**config.mk**
```make
export PLATFORM = sky130hd
export DESIGN_NAME = eqr_core
export DESIGN_NICKNAME = d
export VERILOG_FILES = /design/src/core/eqr_pkg.sv /design/src/core/eqr_fifo_mem.sv /design/src/core/eqr_text_rom.sv /design/src/core/eqr_core.sv
export SDC_FILE = /design/constraint.sdc
export NUM_CORES = 1
export LEC_CHECK = 0
export BUFFER_PORTS_ARGS = -buffer_cell sky130_fd_sc_hd__buf_2
export CAP_MARGIN = 0
export CELL_PAD_IN_SITES_DETAIL_PLACEMENT = 0
export CELL_PAD_IN_SITES_GLOBAL_PLACEMENT = 2
export CORE_UTILIZATION = 40
export CTS_CLUSTER_SIZE = 10
export DETAILED_ROUTE_END_ITERATION = 16
export PLACE_DENSITY_LB_ADDON = 0.3
export SETUP_SLACK_MARGIN = 0.2
export SLEW_MARGIN = 20
export SYNTH_ARGS = -nofsm -noshare
export SYNTH_HDL_FRONTEND = slang
export SYNTH_SLANG_ARGS = --single-unit
```
**constraint.sdc**
```tcl
create_clock -name clk -period 12.4 [get_ports clk]
set_input_delay 1.24 -clock clk [delete_from_list [all_inputs] [get_ports clk]]
set_output_delay 1.24 -clock clk [all_outputs]
set_load 0.02 [all_outputs]
```
**src/core/eqr_pkg.sv**
```systemverilog
/*
  Package for the error queue and nonvolatile restore command block.
  Holds register offsets, command codes, selectors, defaults and field
  positions. Assumes an APB slave with 32-bit data, one word per register.
*/
package eqr_pkg;

  // ----------------------------------------------------------------
  // Register byte offsets
  // ----------------------------------------------------------------
  localparam logic [7:0] OFF_CMD = 8'h00;       // Command code and argument
  localparam logic [7:0] OFF_RESP = 8'h04;      // Reply word of last command
  localparam logic [7:0] OFF_STAT = 8'h08;      // Sticky event status
  localparam logic [7:0] OFF_MASK = 8'h0c;      // Interrupt mask
  localparam logic [7:0] OFF_ERRIN = 8'h10;     // Error report from system
  localparam logic [7:0] OFF_ACTIVE_FUNCTION_QUERY = 8'h14;      // Active function select
  localparam logic [7:0] OFF_SERIAL = 8'h18;    // Serial port settings
  localparam logic [7:0] OFF_NVSTAT = 8'h1c;    // Restore state flags
  localparam logic [7:0] OFF_INFO = 8'h20;      // Queue level and busy
  localparam logic [7:0] OFF_TEXT = 8'h24;      // Explain-text word index

  // ----------------------------------------------------------------
  // Command codes, written in bits 3:0 of the command register
  // ----------------------------------------------------------------
  typedef enum logic [3:0]
  {
    CMD_NONE = 4'h0,
    CMD_POP = 4'h1,           // Pop oldest code
    CMD_EXPLAIN = 4'h2,       // Explain a code
    CMD_POP_EXPLAIN = 4'h3,   // Pop oldest code plus its text
    CMD_RESTORE = 4'h4,       // Restore nonvolatile contents
    CMD_ACTIVE_FUNCTION_QUERY = 4'h5           // Active function query
  } eqr_cmd_type;

  // Restore selectors, bits 9:8 of the command register
  localparam logic [1:0] SEL_ALL = 2'h0;
  localparam logic [1:0] SEL_CAL = 2'h1;
  localparam logic [1:0] SEL_SETUP = 2'h2;

  // Command register fields
  localparam int CMD_LSB = 0;
  localparam int SEL_LSB = 8;
  localparam int ARG_LSB = 16;

  // Error report register: bit 16 marks a system error
  localparam int ERR_SYS_BIT = 16;

  // Status bits
  localparam int ST_DONE = 0;       // Command finished
  localparam int ST_EXEC_ERR = 1;   // Execution error
  localparam int ST_QUEUED = 2;     // System error queued
  localparam int ST_OVERFLOW = 3;   // Queue full, entry dropped
  localparam int ST_TERM_MSG = 4;   // Error sent at once in terminal mode
  localparam int ST_WIDTH = 5;

  // Serial field layout and factory values
  localparam logic [3:0] SER_DATA_BITS = 4'h8;
  localparam logic [1:0] SER_STOP_BITS = 2'h1;
  localparam logic [1:0] SER_FLOW_XON = 2'h1;
  localparam logic [1:0] SER_PARITY_NONE = 2'h0;
  localparam logic [15:0] SER_BAUD = 16'h2580;    // 9600
  localparam logic [5:0] SER_WAIT_S = 6'h1e;      // 30 seconds
  localparam logic [31:0] SER_DEFAULT =
    {SER_WAIT_S, SER_BAUD, SER_PARITY_NONE, SER_FLOW_XON,
     SER_STOP_BITS, SER_DATA_BITS};

  // Restore state flag bits
  localparam int NV_CAL_DEF = 0;    // Calibration at factory defaults
  localparam int NV_SETUP_DEF = 1;  // Setup at factory defaults
  localparam int NV_PUD_CLR = 2;    // User power-up string cleared
  localparam int NV_SRQ_DEF = 3;    // Service-request template default
  localparam int NV_SPL_DEF = 4;    // Serial-poll template default
  localparam int NV_TERM = 5;       // Remote interface in terminal mode

  // Function mnemonic codes, index into the reply text table
  localparam int ACTIVE_FUNCTION_QUERY_DUAL_DCV = 10;
  localparam logic [4:0] ACTIVE_FUNCTION_QUERY_RESET = 5'h00;

  // Empty queue reply
  localparam logic [15:0] NO_ERROR = 16'h0000;

  // Text character codes for the variable markers
  localparam logic [7:0] CH_PCT = 8'h25;
  localparam logic [7:0] CH_D = 8'h64;
  localparam logic [7:0] CH_F = 8'h66;
  localparam logic [7:0] CH_S = 8'h73;

endpackage : eqr_pkg

```
**src/core/eqr_fifo_mem.sv**
```systemverilog
/*
  Small memory holding the queued error codes.
  Assumes a single clock; read data comes out of a register.
*/
`timescale 1ns/100ps
`default_nettype none

module eqr_fifo_mem
#(
  parameter int WIDTH = 16,
  parameter int AW = 3
)
(
  input wire logic clk,
  input wire logic wr_en,
  input wire logic [AW-1:0] wr_addr,
  input wire logic [WIDTH-1:0] wr_data,
  input wire logic [AW-1:0] rd_addr,
  output logic [WIDTH-1:0] rd_data
);

  // Storage array, no reset needed for data
  logic [WIDTH-1:0] mem_reg [0:(1<<AW)-1];

  // -------------------------------------------------------
  // Write port and registered read port
  // -------------------------------------------------------
  always_ff @(posedge clk)
  begin
    if (wr_en)
    begin
      mem_reg[wr_addr] <= wr_data;
    end
    rd_data <= mem_reg[rd_addr];
  end

endmodule : eqr_fifo_mem
`default_nettype wire

```
**src/core/eqr_text_rom.sv**
```systemverilog
/*
  Text table for explanation replies and function mnemonics.
  Each entry is one 32-bit word of four characters, looked up by code.
  Assumes a single clock; output is registered.
*/
`timescale 1ns/100ps
`default_nettype none

module eqr_text_rom
(
  input wire logic clk,
  input wire logic [15:0] code,
  input wire logic [1:0] word_idx,
  output logic [31:0] text
);

  // Combinational lookup, keeps the table readable
  logic [31:0] text_next;

  // -------------------------------------------------------
  // Table: codes 0x000-0x0ff errors, 0x100+ function names
  // -------------------------------------------------------
  always_comb
  begin
    text_next = 32'h3f3f3f3f;  // Unknown code reads as question marks
    case ({code, word_idx})
      {16'h0000, 2'h0}: text_next = 32'h4e6f2045;  // "No E"
      {16'h0000, 2'h1}: text_next = 32'h72726f72;  // "rror"
      {16'h0001, 2'h0}: text_next = 32'h42616420;  // "Bad "
      {16'h0001, 2'h1}: text_next = {eqr_pkg::CH_PCT, eqr_pkg::CH_D,
                                     16'h2020};    // Integer variable
      {16'h0002, 2'h0}: text_next = 32'h4c696d20;  // "Lim "
      {16'h0002, 2'h1}: text_next = {eqr_pkg::CH_PCT, eqr_pkg::CH_F,
                                     16'h2020};    // Float variable
      {16'h0003, 2'h0}: text_next = 32'h4e616d20;  // "Nam "
      {16'h0003, 2'h1}: text_next = {eqr_pkg::CH_PCT, eqr_pkg::CH_S,
                                     16'h2020};    // String variable
      {16'h0004, 2'h0}: text_next = 32'h4e6f2063;  // "No c"
      {16'h0004, 2'h1}: text_next = 32'h616c2021;  // "al !"
      {16'h0100, 2'h0}: text_next = 32'h44435620;  // "DCV "
      {16'h0101, 2'h0}: text_next = 32'h41435620;  // "ACV "
      {16'h0102, 2'h0}: text_next = 32'h44434920;  // "DCI "
      {16'h0103, 2'h0}: text_next = 32'h41434920;  // "ACI "
      {16'h010a, 2'h0}: text_next = 32'h44434444;  // Dual dc volts
      default: text_next = 32'h3f3f3f3f;
    endcase
  end

  // Registered output
  always_ff @(posedge clk)
  begin
    text <= text_next;
  end

endmodule : eqr_text_rom
`default_nettype wire

```
**src/core/eqr_core.sv**
```systemverilog
/*
  Error queue, error explanation, nonvolatile restore and function query
  command block, reached over APB.
  Assumes one 50 MHz clock, synchronous active-high reset, and that the
  calibration-protect switch and terminal-mode level come from pins.
*/
// What this block does
// - Explain query returns text for code
// - Variables shown as percent plus d/f/s
// - Outside terminal mode, pop returns oldest code, then removes
// - Empty queue pop returns zero
// - Only system errors enter the queue
// - Restore overwrites store with factory defaults
// - Restore refused unless switch enabled, setup exempt
// - Selectors all, cal, setup reset own part
// - All equals cal then setup
// - Setup clears power-up string, sets templates
// - Setup sets serial defaults 8N1 9600 30s
// - Function query returns active function mnemonic
// - Combined query returns code and text
// - Terminal mode sends errors, never queues
`timescale 1ns/100ps
`default_nettype none

module eqr_core
#(
  parameter int DEPTH_LOG2 = 3,   // Queue holds 2**DEPTH_LOG2 codes
  parameter int CODE_W = 16
)
(
  input wire logic clk,
  input wire logic srst,
  input wire logic psel,
  input wire logic penable,
  input wire logic pwrite,
  input wire logic [7:0] paddr,
  input wire logic [31:0] pwdata,
  output logic [31:0] prdata,
  output logic pready,
  output logic pslverr,
  input wire logic cal_enable_pin,
  input wire logic term_mode_pin,
  output logic irq
);

  // ------------------------------------------------------------
  // Pin synchronisers
  // ------------------------------------------------------------
  logic [1:0] cal_sync_reg;     // Switch, two stages
  logic [1:0] term_sync_reg;    // Terminal mode, two stages
  wire cal_ok = cal_sync_reg[1];
  wire term_mode = term_sync_reg[1];

  always_ff @(posedge clk)
  begin
    cal_sync_reg <= {cal_sync_reg[0], cal_enable_pin};
    term_sync_reg <= {term_sync_reg[0], term_mode_pin};
  end

  // ------------------------------------------------------------
  // APB decode
  // ------------------------------------------------------------
  typedef enum logic [1:0]
  {
    ST_IDLE = 2'b00,
    ST_EXEC = 2'b01,
    ST_WAIT = 2'b10,
    ST_FIN = 2'b11
  } eqr_state_type;

  eqr_state_type state_reg;
  wire acc = psel && penable;
  wire wr_acc = acc && pwrite;
  wire rd_acc = acc && !pwrite;
  wire hit_cmd = paddr == eqr_pkg::OFF_CMD;
  wire hit_resp = paddr == eqr_pkg::OFF_RESP;
  wire hit_stat = paddr == eqr_pkg::OFF_STAT;
  wire hit_mask = paddr == eqr_pkg::OFF_MASK;
  wire hit_errin = paddr == eqr_pkg::OFF_ERRIN;
  wire hit_active_function_query = paddr == eqr_pkg::OFF_ACTIVE_FUNCTION_QUERY;
  wire hit_serial = paddr == eqr_pkg::OFF_SERIAL;
  wire hit_nv = paddr == eqr_pkg::OFF_NVSTAT;
  wire hit_info = paddr == eqr_pkg::OFF_INFO;
  wire hit_text = paddr == eqr_pkg::OFF_TEXT;
  wire hit_any = hit_cmd || hit_resp || hit_stat || hit_mask || hit_errin
    || hit_active_function_query || hit_serial || hit_nv || hit_info || hit_text;
  // A new command while one runs is held off by pready low
  wire busy = state_reg != ST_IDLE;
  assign pready = !(hit_cmd && pwrite && busy);
  assign pslverr = acc && !hit_any;
  wire cmd_take = wr_acc && hit_cmd && !busy;

  // ------------------------------------------------------------
  // Registers
  // ------------------------------------------------------------
  logic [31:0] cmd_reg;          // Latched command word
  logic [31:0] resp_reg;         // Reply code word
  logic [1:0] text_idx_reg;      // Word of explain text to read
  logic [eqr_pkg::ST_WIDTH-1:0] stat_reg;
  logic [eqr_pkg::ST_WIDTH-1:0] mask_reg;
  logic [4:0] active_function_query_reg;          // Active function
  logic [31:0] serial_reg;       // Serial port settings
  logic [5:0] nv_reg;            // Restore state flags
  logic [DEPTH_LOG2:0] wptr_reg;
  logic [DEPTH_LOG2:0] rptr_reg;
  logic [CODE_W-1:0] text_code_reg;  // Code fed to the text table

  // ------------------------------------------------------------
  // Error queue
  // ------------------------------------------------------------
  localparam logic [DEPTH_LOG2:0] ONE = {{DEPTH_LOG2{1'b0}}, 1'b1};
  wire [DEPTH_LOG2:0] level = wptr_reg - rptr_reg;
  wire q_empty = level == '0;
  wire q_full = level[DEPTH_LOG2];
  wire err_in = wr_acc && hit_errin;
  // Only system errors, and only outside terminal mode
  wire err_sys = err_in && pwdata[eqr_pkg::ERR_SYS_BIT];
  wire q_push = err_sys && !term_mode && !q_full;
  wire q_drop = err_sys && !term_mode && q_full;
  wire term_msg = err_sys && term_mode;
  wire [3:0] op = cmd_reg[eqr_pkg::CMD_LSB +: 4];
  wire is_pop = op == eqr_pkg::CMD_POP
    || op == eqr_pkg::CMD_POP_EXPLAIN;
  // Pop happens in the exec step, and never in terminal mode
  wire q_pop = state_reg == ST_EXEC && is_pop && !q_empty
    && !term_mode;
  wire [CODE_W-1:0] head;

  eqr_fifo_mem #(.WIDTH(CODE_W), .AW(DEPTH_LOG2)) u_mem
  (
    .clk(clk),
    .wr_en(q_push),
    .wr_addr(wptr_reg[DEPTH_LOG2-1:0]),
    .wr_data(pwdata[CODE_W-1:0]),
    .rd_addr(rptr_reg[DEPTH_LOG2-1:0]),
    .rd_data(head)
  );

  // Pointer update; push and pop may share a cycle
  always_ff @(posedge clk)
  begin
    if (srst)
    begin
      wptr_reg <= '0;
      rptr_reg <= '0;
    end
    else
    begin
      if (q_push)
        wptr_reg <= wptr_reg + ONE;
      if (q_pop)
        rptr_reg <= rptr_reg + ONE;
    end
  end

  // ------------------------------------------------------------
  // Text table
  // ------------------------------------------------------------
  logic [31:0] text_word;
  eqr_text_rom u_rom
  (
    .clk(clk),
    .code(text_code_reg),
    .word_idx(text_idx_reg),
    .text(text_word)
  );

  // ------------------------------------------------------------
  // Command decode
  // ------------------------------------------------------------
  wire [1:0] sel = cmd_reg[eqr_pkg::SEL_LSB +: 2];
  wire [CODE_W-1:0] arg = cmd_reg[eqr_pkg::ARG_LSB +: CODE_W];
  wire is_restore = op == eqr_pkg::CMD_RESTORE;
  // Setup-only restore skips the protect switch
  wire restore_refused = is_restore && sel != eqr_pkg::SEL_SETUP
    && !cal_ok;
  wire bad_sel = is_restore && sel == 2'h3;
  wire do_cal = is_restore && !restore_refused
    && (sel == eqr_pkg::SEL_ALL || sel == eqr_pkg::SEL_CAL);
  wire do_setup = is_restore && !restore_refused
    && (sel == eqr_pkg::SEL_ALL || sel == eqr_pkg::SEL_SETUP);
  wire exec_err = state_reg == ST_EXEC
    && (restore_refused || bad_sel);
  wire done_pulse = state_reg == ST_FIN;
  // Popped code, or zero when empty or in terminal mode
  wire [CODE_W-1:0] pop_code = (q_empty || term_mode)
    ? eqr_pkg::NO_ERROR : head;

  // ------------------------------------------------------------
  // Command sequencer
  // ------------------------------------------------------------
  eqr_state_type state_next;
  assign state_next = (state_reg == ST_IDLE && cmd_take) ? ST_EXEC
    : (state_reg == ST_EXEC) ? ST_WAIT
    : (state_reg == ST_WAIT) ? ST_FIN
    : ST_IDLE;

  always_ff @(posedge clk)
  begin
    if (srst)
      state_reg <= ST_IDLE;
    else
      state_reg <= state_next;
  end

  // Command latch and reply
  always_ff @(posedge clk)
  begin
    if (srst)
    begin
      cmd_reg <= '0;
      resp_reg <= '0;
      text_code_reg <= '0;
    end
    else if (cmd_take)
      cmd_reg <= pwdata;
    else if (state_reg == ST_EXEC)
    begin
      case (op)
        eqr_pkg::CMD_POP, eqr_pkg::CMD_POP_EXPLAIN:
        begin
          resp_reg <= {16'h0000, pop_code};
          text_code_reg <= pop_code;
        end
        eqr_pkg::CMD_EXPLAIN:
        begin
          resp_reg <= {16'h0000, arg};
          text_code_reg <= arg;
        end
        eqr_pkg::CMD_ACTIVE_FUNCTION_QUERY:
        begin
          resp_reg <= {27'h0, active_function_query_reg};
          text_code_reg <= {11'h008, active_function_query_reg};
        end
        default:
          resp_reg <= {31'h0, exec_err};
      endcase
    end
  end

  // ------------------------------------------------------------
  // Nonvolatile state, function and serial settings
  // ------------------------------------------------------------
  always_ff @(posedge clk)
  begin
    if (srst)
    begin
      nv_reg <= '0;
      serial_reg <= eqr_pkg::SER_DEFAULT;
      active_function_query_reg <= eqr_pkg::ACTIVE_FUNCTION_QUERY_RESET;
      mask_reg <= '0;
      text_idx_reg <= '0;
    end
    else
    begin
      nv_reg[eqr_pkg::NV_TERM] <= term_mode;
      if (state_reg == ST_EXEC && do_cal)
        nv_reg[eqr_pkg::NV_CAL_DEF] <= 1'b1;
      if (state_reg == ST_WAIT && do_setup)
      begin
        nv_reg[eqr_pkg::NV_SETUP_DEF] <= 1'b1;
        nv_reg[eqr_pkg::NV_PUD_CLR] <= 1'b1;
        nv_reg[eqr_pkg::NV_SRQ_DEF] <= 1'b1;
        nv_reg[eqr_pkg::NV_SPL_DEF] <= 1'b1;
        serial_reg <= eqr_pkg::SER_DEFAULT;
      end
      else if (wr_acc && hit_serial)
      begin
        serial_reg <= pwdata;
        nv_reg[eqr_pkg::NV_SETUP_DEF] <= 1'b0;
      end
      if (wr_acc && hit_active_function_query)
        active_function_query_reg <= pwdata[4:0];
      if (wr_acc && hit_mask)
        mask_reg <= pwdata[eqr_pkg::ST_WIDTH-1:0];
      if (wr_acc && hit_text)
        text_idx_reg <= pwdata[1:0];
    end
  end

  // ------------------------------------------------------------
  // Sticky status, cleared on read; a new event wins over the clear
  // ------------------------------------------------------------
  wire [eqr_pkg::ST_WIDTH-1:0] events =
    {term_msg, q_drop, q_push, exec_err, done_pulse};
  wire stat_rd = rd_acc && hit_stat;
  // Clear only the bits the read reported; a later event stays pending
  wire [eqr_pkg::ST_WIDTH-1:0] stat_clr = stat_rd
    ? prdata[eqr_pkg::ST_WIDTH-1:0] : '0;

  always_ff @(posedge clk)
  begin
    if (srst)
      stat_reg <= '0;
    else
      stat_reg <= (stat_reg & ~stat_clr) | events;
  end

  assign irq = |(stat_reg & mask_reg);

  // ------------------------------------------------------------
  // Read mux
  // ------------------------------------------------------------
  wire [31:0] rd_mux =
      hit_cmd ? cmd_reg
    : hit_resp ? resp_reg
    : hit_stat ? {27'h0, stat_reg}
    : hit_mask ? {27'h0, mask_reg}
    : hit_active_function_query ? {27'h0, active_function_query_reg}
    : hit_serial ? serial_reg
    : hit_nv ? {26'h0, nv_reg}
    : hit_info ? {15'h0, busy, {(16-DEPTH_LOG2-1){1'b0}}, level}
    : hit_text ? text_word
    : 32'h0;

  always_ff @(posedge clk)
  begin
    if (srst)
      prdata <= '0;
    else if (psel && !penable && !pwrite)
      prdata <= rd_mux;
  end
endmodule : eqr_core
`default_nettype wire

```
==> impl_metrics.ini <==
[sta]
rsz0062_at_grt = no
slew_violations = 0
finalCritPeriodShare_pct = 32.88
tns_ns = 0
final_hold_viol_count = 0
slew_headroom_pct = 28.78
fmax_mhz = 245.3
setup_viol = 0
fin_crit_ns = 4.077
skew_ns = 0.01024
worstMarginPinSlew_ns = 1.065

[global_route]
gr-total-overflow = 0
track_usage_pct = 23.39
grt_max_degree = 53
grt_pass1_vias = 9856
grt_pass1_wl_um = 60580
antenna_found_initial = 0

[routing]
wirelength_um = 39500
final_antenna_net_count = 0
viasPerCell = 5.741
vias = 10190
drt_iter0_markers = 873
drc = 0
wl_per_cell_um = 22.26
first_pass_iters = 7

[cells_and_area]
antenna_cells = 0
largest_reg_flops = 128
fin_util_pct = 47.36
syn2layout_area_growth_pct = 15.25
layout-drive-gt1-share_pct = 16.59
nets = 1365

[logic_synthesis]
syn_nets = 1297
yosys_warnings = 0
postSynthAreaPerCell_um2 = 10.89
netlist_area_um2 = 13510
ys_types = 74
synthFlopType = dfxtp_1
ys_seq_area_share_pct = 58.69
synth_cells = 1240
ys_seq_elements = 332
synthArstFlopShare_pct = 0
synth-edff-count = 128

[worst_setup_path]
worst_ep_arrival_time_ns = 2.84
crit_path_max_fanout = 7
crit_chain = buf_2, or4b_2, nor3_1, o21a_1, nor2_1, buf_2
criticalPathCategory = in -> out
slowest_stage = or4b_2
slowest_delay_ns = 0.77
crit_required_ns = 11.16
worstSetupEndpointType = output port
critPathLaunchType = input pin
path_common_cell = buf_2
cp_top_family = simple AND/OR/NAND/NOR gates
path_buf_inv = 2

[floorplan]
die_y_um = 185.8
start_util_pct = 41.10
core_region_area_um2 = 32870
die_area_um2 = 34500
ios = 82
row_count = 66
die_w_um = 185.8

[power_and_ir_drop]
cellPowerDensity_nw_per_um2 = 146.8
leakagePower_nw = 5.390
peakVddDrop_v = 0.00008027

[clock_tree]
insertion_delay_ns = 0.52
ctsResizeCount = 0
clockBufferDepth = 3
path_clk_slew_ns = 0.05
cts_hold_buf = 0
cts_made_buffers = 40
numClockSinks = 332
cts_tree = built
postCtsSetupRepairBufs = 0
cts_root_buffer = clkbuf_16
htreeDepth = 2

[flow_run]
drv_cap = 0

[placement]
hpwlAfterDp_um = 26120
gp_congestion = 0.8766
port_buffers = 81

[outcome]
status = finished, final reports clean

[hold_path]
hold_path_class = reg -> reg
==> synth_stat cells, types with 10 or more instances <==
master    number  area (um2)
mux4_2        32       720.7
o21ai_0       40       200.2
nand2_1      229       859.6
a32oi_1       10       87.58
a21oi_1       85       425.4
a211oi_1      32       240.2
a31oi_1       11       68.82
a22o_1        11       96.34
nor2_1        76       285.3
nand3_1       45       225.2
a222oi_1      18       180.2
inv_1         18       67.56
dfxtp_1      204        4084
edfxtp_1     128        3844
a21o_1        12       90.09
buf_2         13       65.06
clkbuf_1      60       225.2
nor3_1        20       100.1
a221oi_1      13       113.9
a22oi_1       15       112.6
==> kinds of logic after synthesis <==
kind of cell | share of synthesized area (%)
and+or+nand+nor | 15.98
DFF | 58.69
AOI/OAI and AO/OA | 14.58
buffers and inverters | 3.122
muxes | 6.253
adders and majority gates | 0.9820
xor gates and xnor gates | 0.3891
==> final cells by class <==
type / count / area (um2)
repair buffers: 107 / 603.1
multi-input cells: 806 / 5210
clock buffers: 63 / 1137
fillers: 3094 / 17300
flip-flops and latches: 332 / 7929
clock inverters: 3 / 55.05
well taps: 442 / 553.0
inverters: 21 / 78.83
==> power breakdown <==
| part | total, mW | switching [mW] | internal (mW) |
|---|---|---|---|
| clock network | 1.08 | 0.433 | 0.646 |
| registers | 1.14 | 0.00288 | 1.14 |
| logic | 0.0666 | 0.0494 | 0.0172 |
| total | 2.29 | 0.485 | 1.80 |
==> path summary, 6_finish.rpt <==
| check | from | slack [ns] | depth (start not counted) | end |
|---|---|---|---|---|
| setup / recovery | paddr[7] | 8.32 | 6 | pslverr |
| hold / removal | term_sync_reg[0]$_DFF_P_ | 0.33 | 0 | term_sync_reg[1]$_DFF_P_ |
| setup reg to reg | rptr_reg[2]$_SDFFE_PP0P_ | 8.90 | 6 | u_mem.mem_reg[2][10]$_DFFE_PP_ |
| hold reg to reg | term_sync_reg[0]$_DFF_P_ | 0.33 | 0 | term_sync_reg[1]$_DFF_P_ |
==> per-stage QoR <==
stage / setup slack (ns) / hold slack (ns) / area, um2 / instances / power, mW
after floorplan: 7.888 / 0.3096 / 13510 / 1240 / 1.193
after global placement: 8.283 / 0.3119 / 14360 / 1708 / 1.229
after detailed placement: 8.261 / 0.3186 / 14360 / 1708 / 1.229
after CTS: 8.327 / 0.3310 / 15560 / 1774 / 2.305
after global routing: 8.237 / 0.3439 / 15570 / 1774 / 2.354
final: 8.323 / 0.3269 / 15570 / 1774 / 2.285
==> worst reg2reg max path, stage by stage, from the launching register on <==
cell	delay [ns]
dfxtp_1	0.33
clkinv_1	0.50
ha_1	0.58
and3b_1	0.22
o21ai_0	0.43
and3_1	0.28
and4_1	0.76
==> placed cells by master (no fill, tap or decap), types with 27 or more instances in the layout <==
master     synthesis  layout
a21oi_1           85      85
clkbuf_16          0      40
nand2_1          229     228
a211oi_1          32      32
nand3_1           45      45
mux4_2            32      32
dfxtp_1          204     203
nor2_1            76      74
buf_2             13      80
o21ai_0           40      40
buf_4              4      27
edfxtp_1         128     128
==> layer usage <==
metal | track usage, % | vias up | part of all wire, % | routed length [um]
met5 | 0 | - | 0 | 0
met4 | 7.508 | 0 | 2.7 | 1076
met3 | 3.600 | 71 | 6.0 | 2360
met2 | 35.73 | 350 | 45 | 17690
met1 | 33.86 | 5001 | 46 | 18370
li1 | - | 4763 | - | -
No activity file was read; power rests on OpenSTA's default activity.
